[config.mk]
export PLATFORM = sky130hd
export DESIGN_NAME = tpc_pin_ctrl
export DESIGN_NICKNAME = d
export VERILOG_FILES = /design/src/rtl/tpc_pkg.sv /design/src/rtl/tpc_pin_ctrl.sv /design/src/rtl/tpc_pin_sync.sv /design/src/rtl/tpc_gen_reg.sv
export SDC_FILE = /design/constraint.sdc
export NUM_CORES = 1
export LEC_CHECK = 0
export BUFFER_PORTS_ARGS = -buffer_cell sky130_fd_sc_hd__buf_2
export CORE_MARGIN = 5
export CORE_UTILIZATION = 25
export CTS_BUF_LIST = sky130_fd_sc_hd__clkbuf_2
export DETAILED_ROUTE_END_ITERATION = 16
export PLACE_DENSITY = 0.47
export SYNTH_ARGS = -nofsm -noshare
export SYNTH_HDL_FRONTEND = slang
export SYNTH_HIERARCHICAL = 1
export SYNTH_SLANG_ARGS = --single-unit
[constraint.sdc]
create_clock -name clk -period 1.86 [get_ports clk]
set_input_delay 0.372 -clock clk [delete_from_list [all_inputs] [get_ports clk]]
set_output_delay 0.372 -clock clk [all_outputs]
set_load 0.02 [all_outputs]
[src/rtl/tpc_pkg.sv]
// constants, types and field decoding for the timer pin i/o control block
// Functional notes
// - codes 0000 and 0100 hold the pin level; pin low after reset/standby until written
// - 0001 compare, initial 0, drive 0 at match; 0101 same with initial 1
// - 0010 initial 0, drive 1 at match; 0110 initial 1, drive 1 at match
// - 0011 initial 0, toggle at each match; 0111 same from initial 1
// - top bit 1, low bits 00: capture on pin rising edge
// - top bit 1, low bits 01: capture on pin falling edge
// - top bit 1, bit one 1: capture on both pin edges
// - channel 0 A and C, code 11xx: capture on channel 1 counter count
// - channel 4 D used as buffer: no capture or compare, no initial level; top bit still sets pin enable
package tpc_pkg;

   // ----------------------------------------
   // widths
   // ----------------------------------------
   localparam int unsigned TPC_AW = 4;
   localparam int unsigned TPC_DW = 8;
   localparam int unsigned TPC_CW = 16;
   localparam int unsigned TPC_NCH = 3;

   // ----------------------------------------
   // register offsets
   // ----------------------------------------
   localparam logic [3:0] TPC_OFF_CTRL_LOW_CH4 = 4'h0;
   localparam logic [3:0] TPC_OFF_CTRL_HIGH_CH0 = 4'h1;
   localparam logic [3:0] TPC_OFF_CTRL_LOW_CH0 = 4'h2;
   localparam logic [3:0] TPC_OFF_MODE_CH4 = 4'h3;
   localparam logic [3:0] TPC_OFF_MODE_CH0 = 4'h4;
   localparam logic [3:0] TPC_OFF_PIN_STAT = 4'h5;
   localparam logic [3:0] TPC_OFF_GR_BASE = 4'h8;

   // ----------------------------------------
   // field positions and reset values
   // ----------------------------------------
   localparam int unsigned TPC_D_FIELD_LSB = 4;
   localparam int unsigned TPC_AC_FIELD_LSB = 0;
   localparam int unsigned TPC_BFB_BIT = 1;
   localparam int unsigned TPC_BFA_BIT = 0;
   localparam logic [7:0] TPC_CTRL_RST = 8'h00;
   localparam logic [7:0] TPC_MODE_RST = 8'h00;
   localparam logic [15:0] TPC_GR_RST = 16'hffff;
   localparam logic TPC_PIN_RST = 1'b0;

   // ----------------------------------------
   // types
   // ----------------------------------------
   typedef enum logic [1:0] {
      TPC_ACT_HOLD,
      TPC_ACT_LOW,
      TPC_ACT_HIGH,
      TPC_ACT_TOGGLE
   } tpc_act_t;

   typedef struct packed {
      logic is_out;
      logic init;
      tpc_act_t act;
      logic cap_rise;
      logic cap_fall;
      logic cap_casc;
   } tpc_func_t;

   typedef struct packed {
      logic [3:0] addr;
      logic [7:0] wdata;
      logic wr;
      logic rd;
   } tpc_bus_req_t;

   typedef struct packed {
      logic out;
      logic oe_n;
   } tpc_pin_t;

   // ----------------------------------------
   // field decoding
   // ----------------------------------------
   function automatic tpc_func_t tpc_decode(input logic [3:0] f, input logic casc_ok);
      tpc_func_t r;
      r.is_out = ~f[3];
      r.init = f[2];
      r.act = tpc_act_t'(f[1:0]);
      r.cap_casc = f[3] & f[2] & casc_ok;
      r.cap_rise = f[3] & ~r.cap_casc & (f[1] | ~f[0]);
      r.cap_fall = f[3] & ~r.cap_casc & (f[1] | f[0]);
      return r;
   endfunction : tpc_decode

endpackage : tpc_pkg

[src/rtl/tpc_pin_ctrl.sv]
// pin function control for channel 4 D and channel 0 A/C general registers
`timescale 1ns/100ps
module tpc_pin_ctrl
(
   input wire logic clk,
   input wire logic rst_n,
   input wire tpc_pkg::tpc_bus_req_t bus_req,
   output logic [7:0] rd_data,
   input wire logic [15:0] cnt_ch4,
   input wire logic cnt_tick_ch4,
   input wire logic [15:0] cnt_ch0,
   input wire logic cnt_tick_ch0,
   input wire logic ch1_count_evt,
   input wire logic standby,
   input wire logic timer_pin_b_ch4_in,
   input wire logic timer_pin_a_ch0_in,
   input wire logic timer_pin_c_ch0_in,
   output tpc_pkg::tpc_pin_t timer_pin_b_ch4,
   output tpc_pkg::tpc_pin_t timer_pin_a_ch0,
   output tpc_pkg::tpc_pin_t timer_pin_c_ch0,
   output logic [2:0] capture_evt,
   output logic [2:0] compare_evt
);

   // ----------------------------------------
   // declarations
   // ----------------------------------------
   // channel index: 0 = ch4 D, 1 = ch0 A, 2 = ch0 C
   localparam logic [2:0] CASC_OK = 3'b110;

   logic [7:0] ctrl_low_ch4_reg;
   logic [7:0] ctrl_high_ch0_reg;
   logic [7:0] ctrl_low_ch0_reg;
   logic [7:0] mode_ch4_reg;
   logic [7:0] mode_ch0_reg;
   logic [7:0] rd_data_reg;
   logic [7:0] rd_data_next;
   logic [2:0] pin_out_reg;
   logic [2:0] pin_out_next;
   logic [2:0] pin_oe_n_reg;
   logic [2:0] pin_oe_n_next;
   logic [2:0] cap_evt_reg;
   logic [2:0] cmp_evt_reg;

   logic [2:0] pin_raw;
   logic [2:0] pin_level;
   logic [2:0] pin_rise;
   logic [2:0] pin_fall;
   logic [2:0] buf_mode;
   logic [2:0] ctrl_we;
   logic [2:0] cap_hit;
   logic [2:0] cmp_hit;
   logic [2:0] gr_match;
   logic [2:0] cnt_tick;
   logic [3:0] field [3];
   logic [3:0] field_new [3];
   logic [15:0] cnt [3];
   logic [15:0] gr_val [3];
   logic [5:0] gr_we;
   logic [7:0] gr_rd;
   logic wr_stb;
   logic rd_stb;
   logic [3:0] addr;
   logic addr_gr;
   logic [1:0] gr_idx;
   logic [1:0] mode_we;
   logic [5:0] rd_sel;

   // ----------------------------------------
   // offset decode
   // ----------------------------------------
   // one strobe aimed at one register offset
   function automatic logic at_offset(input logic stb, input logic [3:0] a, input logic [3:0] off);
      return stb && (a == off);
   endfunction : at_offset

   // ----------------------------------------
   // bus decode
   // ----------------------------------------
   assign wr_stb = bus_req.wr;
   assign rd_stb = bus_req.rd;
   assign addr = bus_req.addr;
   // three register pairs follow the general register base
   assign addr_gr = (addr >= tpc_pkg::TPC_OFF_GR_BASE) &&
                    (addr < tpc_pkg::TPC_OFF_GR_BASE + 4'h6);
   assign gr_idx = 2'((addr - tpc_pkg::TPC_OFF_GR_BASE) >> 1);

   assign ctrl_we[0] = at_offset(wr_stb, addr, tpc_pkg::TPC_OFF_CTRL_LOW_CH4);
   assign ctrl_we[1] = at_offset(wr_stb, addr, tpc_pkg::TPC_OFF_CTRL_HIGH_CH0);
   assign ctrl_we[2] = at_offset(wr_stb, addr, tpc_pkg::TPC_OFF_CTRL_LOW_CH0);
   assign mode_we[0] = at_offset(wr_stb, addr, tpc_pkg::TPC_OFF_MODE_CH4);
   assign mode_we[1] = at_offset(wr_stb, addr, tpc_pkg::TPC_OFF_MODE_CH0);

   // read selects for the byte registers outside the general registers
   assign rd_sel[0] = at_offset(rd_stb, addr, tpc_pkg::TPC_OFF_CTRL_LOW_CH4);
   assign rd_sel[1] = at_offset(rd_stb, addr, tpc_pkg::TPC_OFF_CTRL_HIGH_CH0);
   assign rd_sel[2] = at_offset(rd_stb, addr, tpc_pkg::TPC_OFF_CTRL_LOW_CH0);
   assign rd_sel[3] = at_offset(rd_stb, addr, tpc_pkg::TPC_OFF_MODE_CH4);
   assign rd_sel[4] = at_offset(rd_stb, addr, tpc_pkg::TPC_OFF_MODE_CH0);
   assign rd_sel[5] = at_offset(rd_stb, addr, tpc_pkg::TPC_OFF_PIN_STAT);

   // byte write enables, low then high per general register
   genvar g;
   generate
      for (g = 0; g < 6; g++)
      begin : g_gr_we
         assign gr_we[g] = at_offset(wr_stb, addr, tpc_pkg::TPC_OFF_GR_BASE + 4'(g));
      end
   endgenerate

   // ----------------------------------------
   // field extraction
   // ----------------------------------------
   // field placement
   assign field[0] = ctrl_low_ch4_reg[tpc_pkg::TPC_D_FIELD_LSB +: 4];
   assign field[1] = ctrl_high_ch0_reg[tpc_pkg::TPC_AC_FIELD_LSB +: 4];
   assign field[2] = ctrl_low_ch0_reg[tpc_pkg::TPC_AC_FIELD_LSB +: 4];
   assign field_new[0] = bus_req.wdata[tpc_pkg::TPC_D_FIELD_LSB +: 4];
   assign field_new[1] = bus_req.wdata[tpc_pkg::TPC_AC_FIELD_LSB +: 4];
   assign field_new[2] = bus_req.wdata[tpc_pkg::TPC_AC_FIELD_LSB +: 4];

   assign buf_mode[0] = mode_ch4_reg[tpc_pkg::TPC_BFB_BIT];
   assign buf_mode[1] = 1'b0;
   assign buf_mode[2] = mode_ch0_reg[tpc_pkg::TPC_BFA_BIT];

   assign cnt[0] = cnt_ch4;
   assign cnt[1] = cnt_ch0;
   assign cnt[2] = cnt_ch0;
   // the channel 0 counter feeds both the A and C registers
   assign cnt_tick = {cnt_tick_ch0, cnt_tick_ch0, cnt_tick_ch4};
   assign pin_raw = {timer_pin_c_ch0_in, timer_pin_a_ch0_in, timer_pin_b_ch4_in};

   // ----------------------------------------
   // per-channel capture / compare
   // ----------------------------------------
   generate
      for (g = 0; g < 3; g++)
      begin : g_ch
         tpc_pkg::tpc_func_t fn;
         tpc_pkg::tpc_func_t fn_new;
         logic active;
         logic load_init;
         logic [3:0] fsel;

         // each pin passes two flops before its edges are read
         tpc_pin_sync u_sync
         (
            .clk(clk),
            .rst_n(rst_n),
            .pin_in(pin_raw[g]),
            .level(pin_level[g]),
            .rise(pin_rise[g]),
            .fall(pin_fall[g])
         );

         // no cascade option on the D field
         assign fn = tpc_pkg::tpc_decode(field[g], CASC_OK[g]);
         assign fn_new = tpc_pkg::tpc_decode(field_new[g], CASC_OK[g]);
         assign active = ~buf_mode[g] & ~standby;

         assign cap_hit[g] = active &
                             ((fn.cap_rise & pin_rise[g]) |
                              (fn.cap_fall & pin_fall[g]) |
                              (fn.cap_casc & ch1_count_evt));

         assign cmp_hit[g] = active & fn.is_out & cnt_tick[g] & gr_match[g];

         tpc_gen_reg u_gr
         (
            .clk(clk),
            .rst_n(rst_n),
            .wr_lo(gr_we[2 * g]),
            .wr_hi(gr_we[2 * g + 1]),
            .wdata(bus_req.wdata),
            .capture(cap_hit[g]),
            .count(cnt[g]),
            .value(gr_val[g]),
            .match(gr_match[g])
         );

         // a field write with a non-hold compare code outranks a same-cycle compare so the new level is kept
         // initial level on field write
         assign load_init = ctrl_we[g] & ~buf_mode[g] & fn_new.is_out &
                            (fn_new.act != tpc_pkg::TPC_ACT_HOLD);

         // standby forces low; hold codes leave the level alone
         always_comb
         begin
            pin_out_next[g] = pin_out_reg[g];
            if (standby)
               pin_out_next[g] = tpc_pkg::TPC_PIN_RST;
            else if (load_init)
               pin_out_next[g] = fn_new.init;
            else if (cmp_hit[g])
            begin
               unique case (fn.act)
                  tpc_pkg::TPC_ACT_LOW: pin_out_next[g] = 1'b0;
                  tpc_pkg::TPC_ACT_HIGH: pin_out_next[g] = 1'b1;
                  tpc_pkg::TPC_ACT_TOGGLE: pin_out_next[g] = ~pin_out_reg[g];
                  tpc_pkg::TPC_ACT_HOLD: pin_out_next[g] = pin_out_reg[g];
               endcase
            end
         end

         // pin is driven in compare mode, released in capture mode
         assign fsel = ctrl_we[g] ? field_new[g] : field[g];
         assign pin_oe_n_next[g] = standby ? 1'b0 : fsel[3];
      end
   endgenerate

   // ----------------------------------------
   // read mux
   // ----------------------------------------
   // offsets past the third register pair are masked by addr_gr below
   assign gr_rd = addr[0] ? gr_val[gr_idx][15:8] : gr_val[gr_idx][7:0];

   // cycles without a read return zero so a reply stands one cycle only
   assign rd_data_next = !rd_stb ? 8'h00 :
      rd_sel[0] ? ctrl_low_ch4_reg :
      rd_sel[1] ? ctrl_high_ch0_reg :
      rd_sel[2] ? ctrl_low_ch0_reg :
      rd_sel[3] ? mode_ch4_reg :
      rd_sel[4] ? mode_ch0_reg :
      rd_sel[5] ? {2'h0, pin_level, pin_out_reg} :
      addr_gr ? gr_rd : 8'h00;

   // ----------------------------------------
   // control registers
   // ----------------------------------------
   always_ff @(posedge clk or negedge rst_n)
   begin
      if (!rst_n)
      begin
         ctrl_low_ch4_reg <= tpc_pkg::TPC_CTRL_RST;
         ctrl_high_ch0_reg <= tpc_pkg::TPC_CTRL_RST;
         ctrl_low_ch0_reg <= tpc_pkg::TPC_CTRL_RST;
      end
      else
      begin
         if (ctrl_we[0])
            ctrl_low_ch4_reg <= bus_req.wdata;
         if (ctrl_we[1])
            ctrl_high_ch0_reg <= bus_req.wdata;
         if (ctrl_we[2])
            ctrl_low_ch0_reg <= bus_req.wdata;
      end
   end

   always_ff @(posedge clk or negedge rst_n)
   begin
      if (!rst_n)
      begin
         mode_ch4_reg <= tpc_pkg::TPC_MODE_RST;
         mode_ch0_reg <= tpc_pkg::TPC_MODE_RST;
      end
      else
      begin
         if (mode_we[0])
            mode_ch4_reg <= bus_req.wdata;
         if (mode_we[1])
            mode_ch0_reg <= bus_req.wdata;
      end
   end

   // ----------------------------------------
   // pins, events, read data
   // ----------------------------------------
   // pins low and driven from reset
   always_ff @(posedge clk or negedge rst_n)
   begin
      if (!rst_n)
      begin
         pin_out_reg <= {3{tpc_pkg::TPC_PIN_RST}};
         pin_oe_n_reg <= 3'h0;
         cap_evt_reg <= 3'h0;
         cmp_evt_reg <= 3'h0;
         rd_data_reg <= 8'h00;
      end
      else
      begin
         pin_out_reg <= pin_out_next;
         pin_oe_n_reg <= pin_oe_n_next;
         cap_evt_reg <= cap_hit;
         cmp_evt_reg <= cmp_hit;
         rd_data_reg <= rd_data_next;
      end
   end

   // events leave flip-flops in the same cycle as the store or pin update
   assign rd_data = rd_data_reg;
   assign capture_evt = cap_evt_reg;
   assign compare_evt = cmp_evt_reg;
   assign timer_pin_b_ch4 = '{out: pin_out_reg[0], oe_n: pin_oe_n_reg[0]};
   assign timer_pin_a_ch0 = '{out: pin_out_reg[1], oe_n: pin_oe_n_reg[1]};
   assign timer_pin_c_ch0 = '{out: pin_out_reg[2], oe_n: pin_oe_n_reg[2]};

endmodule : tpc_pin_ctrl

[src/rtl/tpc_pin_sync.sv]
// two-stage synchroniser and edge detector for one timer pin
`timescale 1ns/100ps
module tpc_pin_sync
(
   input wire logic clk,
   input wire logic rst_n,
   input wire logic pin_in,
   output logic level,
   output logic rise,
   output logic fall
);

   logic meta_reg;
   logic sync_reg;
   logic last_reg;

   always_ff @(posedge clk or negedge rst_n)
   begin
      if (!rst_n)
      begin
         meta_reg <= 1'b0;
         sync_reg <= 1'b0;
         last_reg <= 1'b0;
      end
      else
      begin
         meta_reg <= pin_in;
         sync_reg <= meta_reg;
         last_reg <= sync_reg;
      end
   end

   assign level = sync_reg;
   assign rise = sync_reg & ~last_reg;
   assign fall = ~sync_reg & last_reg;

endmodule : tpc_pin_sync

[src/rtl/tpc_gen_reg.sv]
// general register: software bytes, counter capture, compare equality
`timescale 1ns/100ps
module tpc_gen_reg
(
   input wire logic clk,
   input wire logic rst_n,
   input wire logic wr_lo,
   input wire logic wr_hi,
   input wire logic [7:0] wdata,
   input wire logic capture,
   input wire logic [15:0] count,
   output logic [15:0] value,
   output logic match
);

   logic [15:0] gr_reg;
   logic [15:0] gr_next;

   // capture wins over a software write in the same cycle
   assign gr_next = capture ? count :
                    wr_hi ? {wdata, gr_reg[7:0]} :
                    wr_lo ? {gr_reg[15:8], wdata} : gr_reg;

   always_ff @(posedge clk or negedge rst_n)
   begin
      if (!rst_n)
         gr_reg <= tpc_pkg::TPC_GR_RST;
      else
         gr_reg <= gr_next;
   end

   assign value = gr_reg;
   assign match = (gr_reg == count);

endmodule : tpc_gen_reg

==> Yosys cells after proc, flatten, opt, wreduce, memory -nomap -nowiden <==
Cells that the tools add are included.
{ "word_totals": {"in_bits": 55, "register_bits": 117} }
{ "classes": {"eq_ne": 29, "n_mux": 39, "reduce_logical": 39, "order_cmp": 3, "n_bitwise": 80, "n_addsub": 1} }
{ "ops": {"columns": ["operator", "n"], "rows": [
  ["$mux 16", 8],
  ["$mux 8", 12],
  ["$eq 16x16->1", 3],
  ["$and 1x1->1", 46],
  ["$bmux 16 s2", 1],
  ["$eq 4x4->1 const B", 6],
  ["$not 1->1", 22],
  ["$logic_and 1x1->1", 18],
  ["$reduce_bool 2->1", 8],
  ["$eq 2x2->1 const B", 6],
  ["$mux 1", 12],
  ["$mux 4", 3],
  ["$reduce_and 2->1", 6],
  ["$or 1x1->1", 11],
  ["$ne 3x3->1 const B", 3],
  ["$pmux 1 s3", 3],
  ["$reduce_bool 3->1", 3],
  ["$eq 4x2->1 const B", 2],
  ["$eq 4x3->1 const B", 2],
  ["$eq 2x1->1 const B", 3],
  ["$logic_not 2->1", 3],
  ["$ne 2x2->1 const B", 3],
  ["$eq 4x1->1 const B", 1],
  ["$ge 4x4->1 const B", 1],
  ["5 further kinds", 5]
]} }

==> Longest topological paths before layout <==
{ "depth": {"word_depth": 14, "ltp_mapped": 10, "depth_no_buf": 7} }

==> Cells and area by module <==
The synthesis kept the hierarchy.
{ "by_module_without_submodules": {"columns": ["module", "seq_area_each_um2", "instances", "area_per_inst_um2", "cells_per_inst"], "rows": [
  ["tpc_pin_ctrl", 1501.4, 1, 3469.6, 323],
  ["tpc_gen_reg", 420.4, 3, 948.4, 91],
  ["tpc_pin_sync", 75.1, 3, 90.1, 5]
]} }

==> Least setup slack after synthesis <==
No wires, ideal clock.
{ "synth_timing": {"kind": "input to register", "from": "input port bus_req[10] (netlist bit)", "to": "register g_ch[0].u_gr.gr_reg[0]", "path_stages": 10, "path_slack_ns": -0.021, "arrival_time_ns": 1.794, "n_path_buf": 5, "required_time_ns": 1.773, "path_cell_list": "buf_2 -> buf_2 -> buf_2 -> nand3_1 -> nor2_1 -> buf_6 -> nand2b_4 -> buf_12 -> mux2i_1 -> o21ai_1"} }
{ "synth_between": {"elab_chain_cells": 4, "word_cells_on_any_way": 7, "cone_classes": "3 x eq/ne; 4 x reduce/logical"} }
{ "synth_lines": {"columns": ["element", "line_no", "text"], "rows": [
  ["from (decl)", "tpc_pin_ctrl.sv:7", "input wire tpc_pkg::tpc_bus_req_t bus_req,"],
  ["$eq 4x4->1", "tpc_pin_ctrl.sv:74", "return stb && (a == off);"],
  ["$logic_and 1x1->1", "tpc_pin_ctrl.sv:74", null],
  ["net gr_we[1]", "tpc_pin_ctrl.sv:59", "logic [5:0] gr_we;"],
  ["$ne 2x2->1 (no line)", null, null],
  ["$reduce_and 2->1 (no line)", null, null],
  ["to (signal assigned)", "tpc_gen_reg.sv:27", "gr_reg <= tpc_pkg::TPC_GR_RST;"],
  ["to (signal assigned)", "tpc_gen_reg.sv:29", "gr_reg <= gr_next;"],
  ["to (decl)", "tpc_gen_reg.sv:16", "logic [15:0] gr_reg;"]
]} }
The timed path passes the listed nets, and every way through them passes these cells.
A chain may end at the register's enable or synchronous reset.

==> Worst setup path in the final report <==
{ "layout_timing": {"from": "register g_ch[2].u_gr.gr_reg[4]", "to": "register pin_out_reg[2]"} }
{ "layout_between": {"elab_chain_cells": 4} }
{ "layout_lines": {"columns": ["element", "line_no", "text"], "rows": [
  ["from (decl)", "tpc_gen_reg.sv:16", null],
  ["from (signal assigned)", "tpc_gen_reg.sv:27", null],
  ["from (signal assigned)", "tpc_gen_reg.sv:29", null],
  ["$eq 16x16->1", "tpc_gen_reg.sv:33", "assign match = (gr_reg == count);"],
  ["net gr_match[2]", "tpc_pin_ctrl.sv:53", "logic [2:0] gr_match;"],
  ["$and 1x1->1", "tpc_pin_ctrl.sv:166", "assign cmp_hit[g] = active & fn.is_out & cnt_tick[g] & gr_match[g];"],
  ["$reduce_bool 3->1 (no line)", null, null],
  ["$reduce_and 2->1 (no line)", null, null],
  ["to (signal assigned)", "tpc_pin_ctrl.sv:273", "pin_out_reg <= {3{tpc_pkg::TPC_PIN_RST}};"],
  ["to (signal assigned)", "tpc_pin_ctrl.sv:281", "pin_out_reg <= pin_out_next;"],
  ["to (decl)", "tpc_pin_ctrl.sv:38", "logic [2:0] pin_out_reg;"]
]} }
The timed path passes the listed nets, and every way through them passes these cells.

==> Flow_metrics.wiki <==
{| class="wikitable"
! Metric !! Value
|-
| Status || finished with violations
|-
| Failing checks || negative setup slack
|-
| Number of warnings issued by yosys || 6
|-
| Number of buffers on the longest clock path || 2
|-
| Number of flip-flops in the largest register || 48
|-
| Worst setup endpoint || pin_out_reg[2]$_DFFE_PN0P_
|-
| Sequential-to-total area share from yosys stat || 45.4%
|-
| Latest clock arrival within the worst-skew pair || 710 ps
|-
| Initial DRC Count || 298
|-
| Setup Skew || 29.1 ps
|-
| Slew Limit Headroom || 56.1%
|-
| Capture instance of the worst register-to-register path || pin_out_reg[2]$_DFFE_PN0P_
|-
| Crit path required time || 2500 ps
|-
| Crit. End Element || register
|-
| Slew at the pin with the worst max-slew slack || 657 ps
|-
| Number of placement rows || 59
|-
| # clock sinks || 117
|-
| Dpl hpwl || 16700 um
|-
| Clock root buffer master || sky130_fd_sc_hd__clkbuf_2
|-
| Number of hold violations in the final report || 0
|-
| Clock tree from TritonCTS || done
|-
| Worst setup path startpoint || g_ch[2].u_gr/value[4]$_DFFE_PN1P_
|-
| Per-cell routed wire length || 19.1 um
|-
| Cells after DPL || 1111
|-
| RSZ-0062 raised after global routing || yes
|-
| Clock slew at the register clock pins of the worst setup and hold paths || 210 ps
|-
| Vert. Die Dim || 172 um
|-
| Netlist cell types || 65
|-
| H-tree depth reported by CTS || 4
|-
| Top-area cell type share of the netlist area || 26.2%
|-
| Via-per-instance ratio || 4.64
|-
| Power per standard cell area || 1070 nW/um^2
|-
| R2R Path Start || g_ch[2].u_gr/value[4]$_DFFE_PN1P_
|-
| Critical Path Source Type || register
|-
| Die span in x || 172 um
|-
| Post-route insts no fill || 1193
|-
| Count of TritonRoute iterations in the first routing pass || 5
|-
| # nets final || 899
|-
| Total CTS buffers || 17
|-
| Top FF cell, synth || sky130_fd_sc_hd__dfrtp_1
|-
| Via count of the first global-routing pass || 5634
|-
| Synth Cell Area || 6590 sq um
|-
| Total routed wirelength || 22800 um
|-
| Residual DRC count || 0
|-
| Count of max-cap constraint violations || 0
|-
| Largest net degree at the start of global routing || 66
|-
| Worst-case hold slack || 87.0 ps
|-
| Leading post-synthesis cells by cell area || sky130_fd_sc_hd__dfrtp_1 (26%), sky130_fd_sc_hd__dfstp_2 (19%), sky130_fd_sc_hd__mux2i_1 (11%)
|-
| Time the final worst path needs with I/O delays and setup || 2060 ps
|-
| Initial standard-cell utilization of the core || 25.3%
|-
| Utilization after layout || 34.8%
|-
| Cell count of the worst reg-to-reg path || 8
|-
| Synth Instances || 611
|-
| Buffers on Ports || 74
|-
| Count of nets left with antenna violations after detail routing || 0
|-
| Die outline area || 29700 sq um
|-
| Final Max Slew Viols || 0
|-
| Core area || 26000 sq um
|-
| Layout cell share with drive strength beyond 1 || 41.7%
|-
| Synthesis-to-layout area growth || 37.3%
|-
| Cell type with the largest total area after synthesis || sky130_fd_sc_hd__dfrtp_1
|-
| Final Total Pwr || 9.67 mW
|-
| Number of synthesized flops with an enable pin || 0
|-
| Count of state elements after synthesis || 117
|-
| Final period utilization || 111%
|-
| Worst min-delay path class || primary input to register
|-
| Static Leakage || 3.92 nW
|-
| Syn avg cell area || 10.8 sq um
|-
| First-pass GRT wire length || 34100 um
|-
| Final setup violation count || 2
|-
| Total global routing track utilization || 15.4%
|-
| Weighted congestion reported at the end of routability-driven placement || 0.859
|-
| Number of top-level pins || 75
|-
| Total congestion overflow || 0
|-
| R2R Setup Slk || -200 ps
|-
| Category of the most critical setup path || register to register
|-
| Routed via count || 5540
|-
| Crit Path Max Fanout || 3
|-
| F_max || 485 MHz
|-
| Post-Synthesis Net Count || 666
|-
| Antenna violations before repair || 2
|-
| Arr. time, crit path || 2700 ps
|-
| Final critical-path setup slack || -203 ps
|-
| Max IR drop VDD || 0.000372 V
|-
| Share of synthesized registers carrying an async set or reset || 100%
|}
## Yosys cell counts, types with 3 or more instances
cell type and number:
sky130_fd_sc_hd__mux2i_1 72, sky130_fd_sc_hd__dfrtp_1 69, sky130_fd_sc_hd__nand2_1 67, sky130_fd_sc_hd__dfstp_2 48
sky130_fd_sc_hd__xnor2_1 48, sky130_fd_sc_hd__o21ai_0 43, sky130_fd_sc_hd__mux2_2 34, sky130_fd_sc_hd__o21ai_1 24
sky130_fd_sc_hd__nor2_1 20, sky130_fd_sc_hd__nand4_1 13, sky130_fd_sc_hd__o22ai_1 11, sky130_fd_sc_hd__clkbuf_1 10
sky130_fd_sc_hd__buf_2 8, sky130_fd_sc_hd__a21oi_1 7, sky130_fd_sc_hd__inv_1 7, sky130_fd_sc_hd__mux2_4 7
sky130_fd_sc_hd__nand3_1 7, sky130_fd_sc_hd__a31oi_1 6, sky130_fd_sc_hd__nand2b_1 6, sky130_fd_sc_hd__o21a_1 6
sky130_fd_sc_hd__buf_4 5, sky130_fd_sc_hd__nand3b_1 5, sky130_fd_sc_hd__nor2b_1 5, sky130_fd_sc_hd__o221ai_1 5
sky130_fd_sc_hd__and2_1 4, sky130_fd_sc_hd__buf_1 4, sky130_fd_sc_hd__buf_6 4, sky130_fd_sc_hd__nand2b_4 4
sky130_fd_sc_hd__a211oi_1 3, sky130_fd_sc_hd__a221oi_1 3, sky130_fd_sc_hd__and2b_2 3, sky130_fd_sc_hd__and3_1 3
sky130_fd_sc_hd__buf_12 3, sky130_fd_sc_hd__nor3b_1 3, sky130_fd_sc_hd__nor4_1 3, sky130_fd_sc_hd__o32ai_1 3
## worst min-delay path by stage
stage,depth (start not counted),end,start,slack [ps]
global route,3,rd_data[6]$_DFF_PN0_,bus_req[0],20
finish,3,g_ch[1].u_gr/value[3]$_DFFE_PN1P_,bus_req[5],90
detailed placement,0,g_ch[0].u_sync/level$_DFF_PN0_,g_ch[0].u_sync/meta_reg$_DFF_PN0_,330
floorplan,0,capture_evt[0]$_DFF_PN0_,rst_n,80
CTS,3,g_ch[1].u_gr/value[3]$_DFFE_PN1P_,bus_req[5],9
global placement,0,g_ch[0].u_sync/level$_DFF_PN0_,g_ch[0].u_sync/meta_reg$_DFF_PN0_,330
## layout make-up
| type | count | area, sq um |
|---|---|---|
| Clock buffer | 18 | 90.1 |
| Fill cell | 2684 | 16900 |
| Clock inverter | 14 | 184 |
| Multi-Input combinational cell | 454 | 3450 |
| Inverter | 7 | 26.3 |
| Tap cell | 335 | 419 |
| Antenna cell | 1 | 2.50 |
| Sequential cell | 117 | 2990 |
| Timing Repair Buffer | 247 | 1880 |
## worst max-delay path: stages (launching register included)
cell and delay, ps:
sky130_fd_sc_hd__dfstp_2 590, sky130_fd_sc_hd__xnor2_1 120, sky130_fd_sc_hd__nand4_1 180, sky130_fd_sc_hd__nor4_1 310, sky130_fd_sc_hd__buf_4 170, sky130_fd_sc_hd__nand4bb_4 130
sky130_fd_sc_hd__nor3b_2 170, sky130_fd_sc_hd__o32ai_1 100, sky130_fd_sc_hd__o31ai_1 210
## what timing repair did
item | 4_1_cts | 5_1_grt
endpoints found under the hold margin | 174 | 0
setup endpoints to repair | 21 | 40
hold buffers | 43 | 0
setup buffers | 2 | 3
resized for setup | 6 | 27
pin swaps | 5 | 4
gates cloned | 0 | 1
## cells by family after synthesis
logic type / Yosys count / synth area share (%)
compound gates: 129 / 12.2
xor+xnor: 48 / 6.38
simple gates: 162 / 13.6
mux: 114 / 18.5
flops: 117 / 45.4
buf+inv: 41 / 3.97
## metrics by stage
stage	setup WS, ps	instance area (sq um)	TNS, ps
2_1_floorplan	21.0	6590	0
4_1_cts	-272	8920	-470
3_5_place_dp	-259	8170	-4780
6_report	-203	9040	-385
5_1_grt	-305	9040	-625
3_3_place_gp	-271	8170	-4840
## per-layer routing
layer | global-route usage, % | up-vias | share of wire, %
li1 | - | 2690 | -
met1 | 21.3 | 2708 | 48
met4 | 4.65 | 2 | 2.0
met5 | 0 | - | 0.057
met2 | 24.4 | 114 | 46
met3 | 3.43 | 26 | 4.2
## power by group
part / switching (mW) / internal, mW / leakage (nW) / total (mW)
sequential: 0.639 / 3.68 / 1.37 / 4.32
combinational: 1.54 / 1.88 / 2.40 / 3.41
clock: 1.06 / 0.877 / 0.149 / 1.93
total: 3.23 / 6.44 / 3.92 / 9.67
## layout by cell type, fill, tap and decap left out, types with 7 or more instances in the layout
cell,n
sky130_fd_sc_hd__nor2_1,19
sky130_fd_sc_hd__mux2i_1,72
sky130_fd_sc_hd__inv_1,7
sky130_fd_sc_hd__mux2_2,34
sky130_fd_sc_hd__dlygate4sd3_1,43
sky130_fd_sc_hd__o22ai_1,11
sky130_fd_sc_hd__clkbuf_2,18
sky130_fd_sc_hd__mux2_4,7
sky130_fd_sc_hd__buf_12,7
sky130_fd_sc_hd__dfstp_2,48
sky130_fd_sc_hd__nand2_1,67
sky130_fd_sc_hd__o21ai_1,33
sky130_fd_sc_hd__o21ai_0,31
sky130_fd_sc_hd__xnor2_1,44
sky130_fd_sc_hd__buf_2,72
sky130_fd_sc_hd__dfrtp_1,68
sky130_fd_sc_hd__buf_4,123
sky130_fd_sc_hd__nand3_1,7
sky130_fd_sc_hd__nand4_1,13
(Power assumes the default switching activity.)
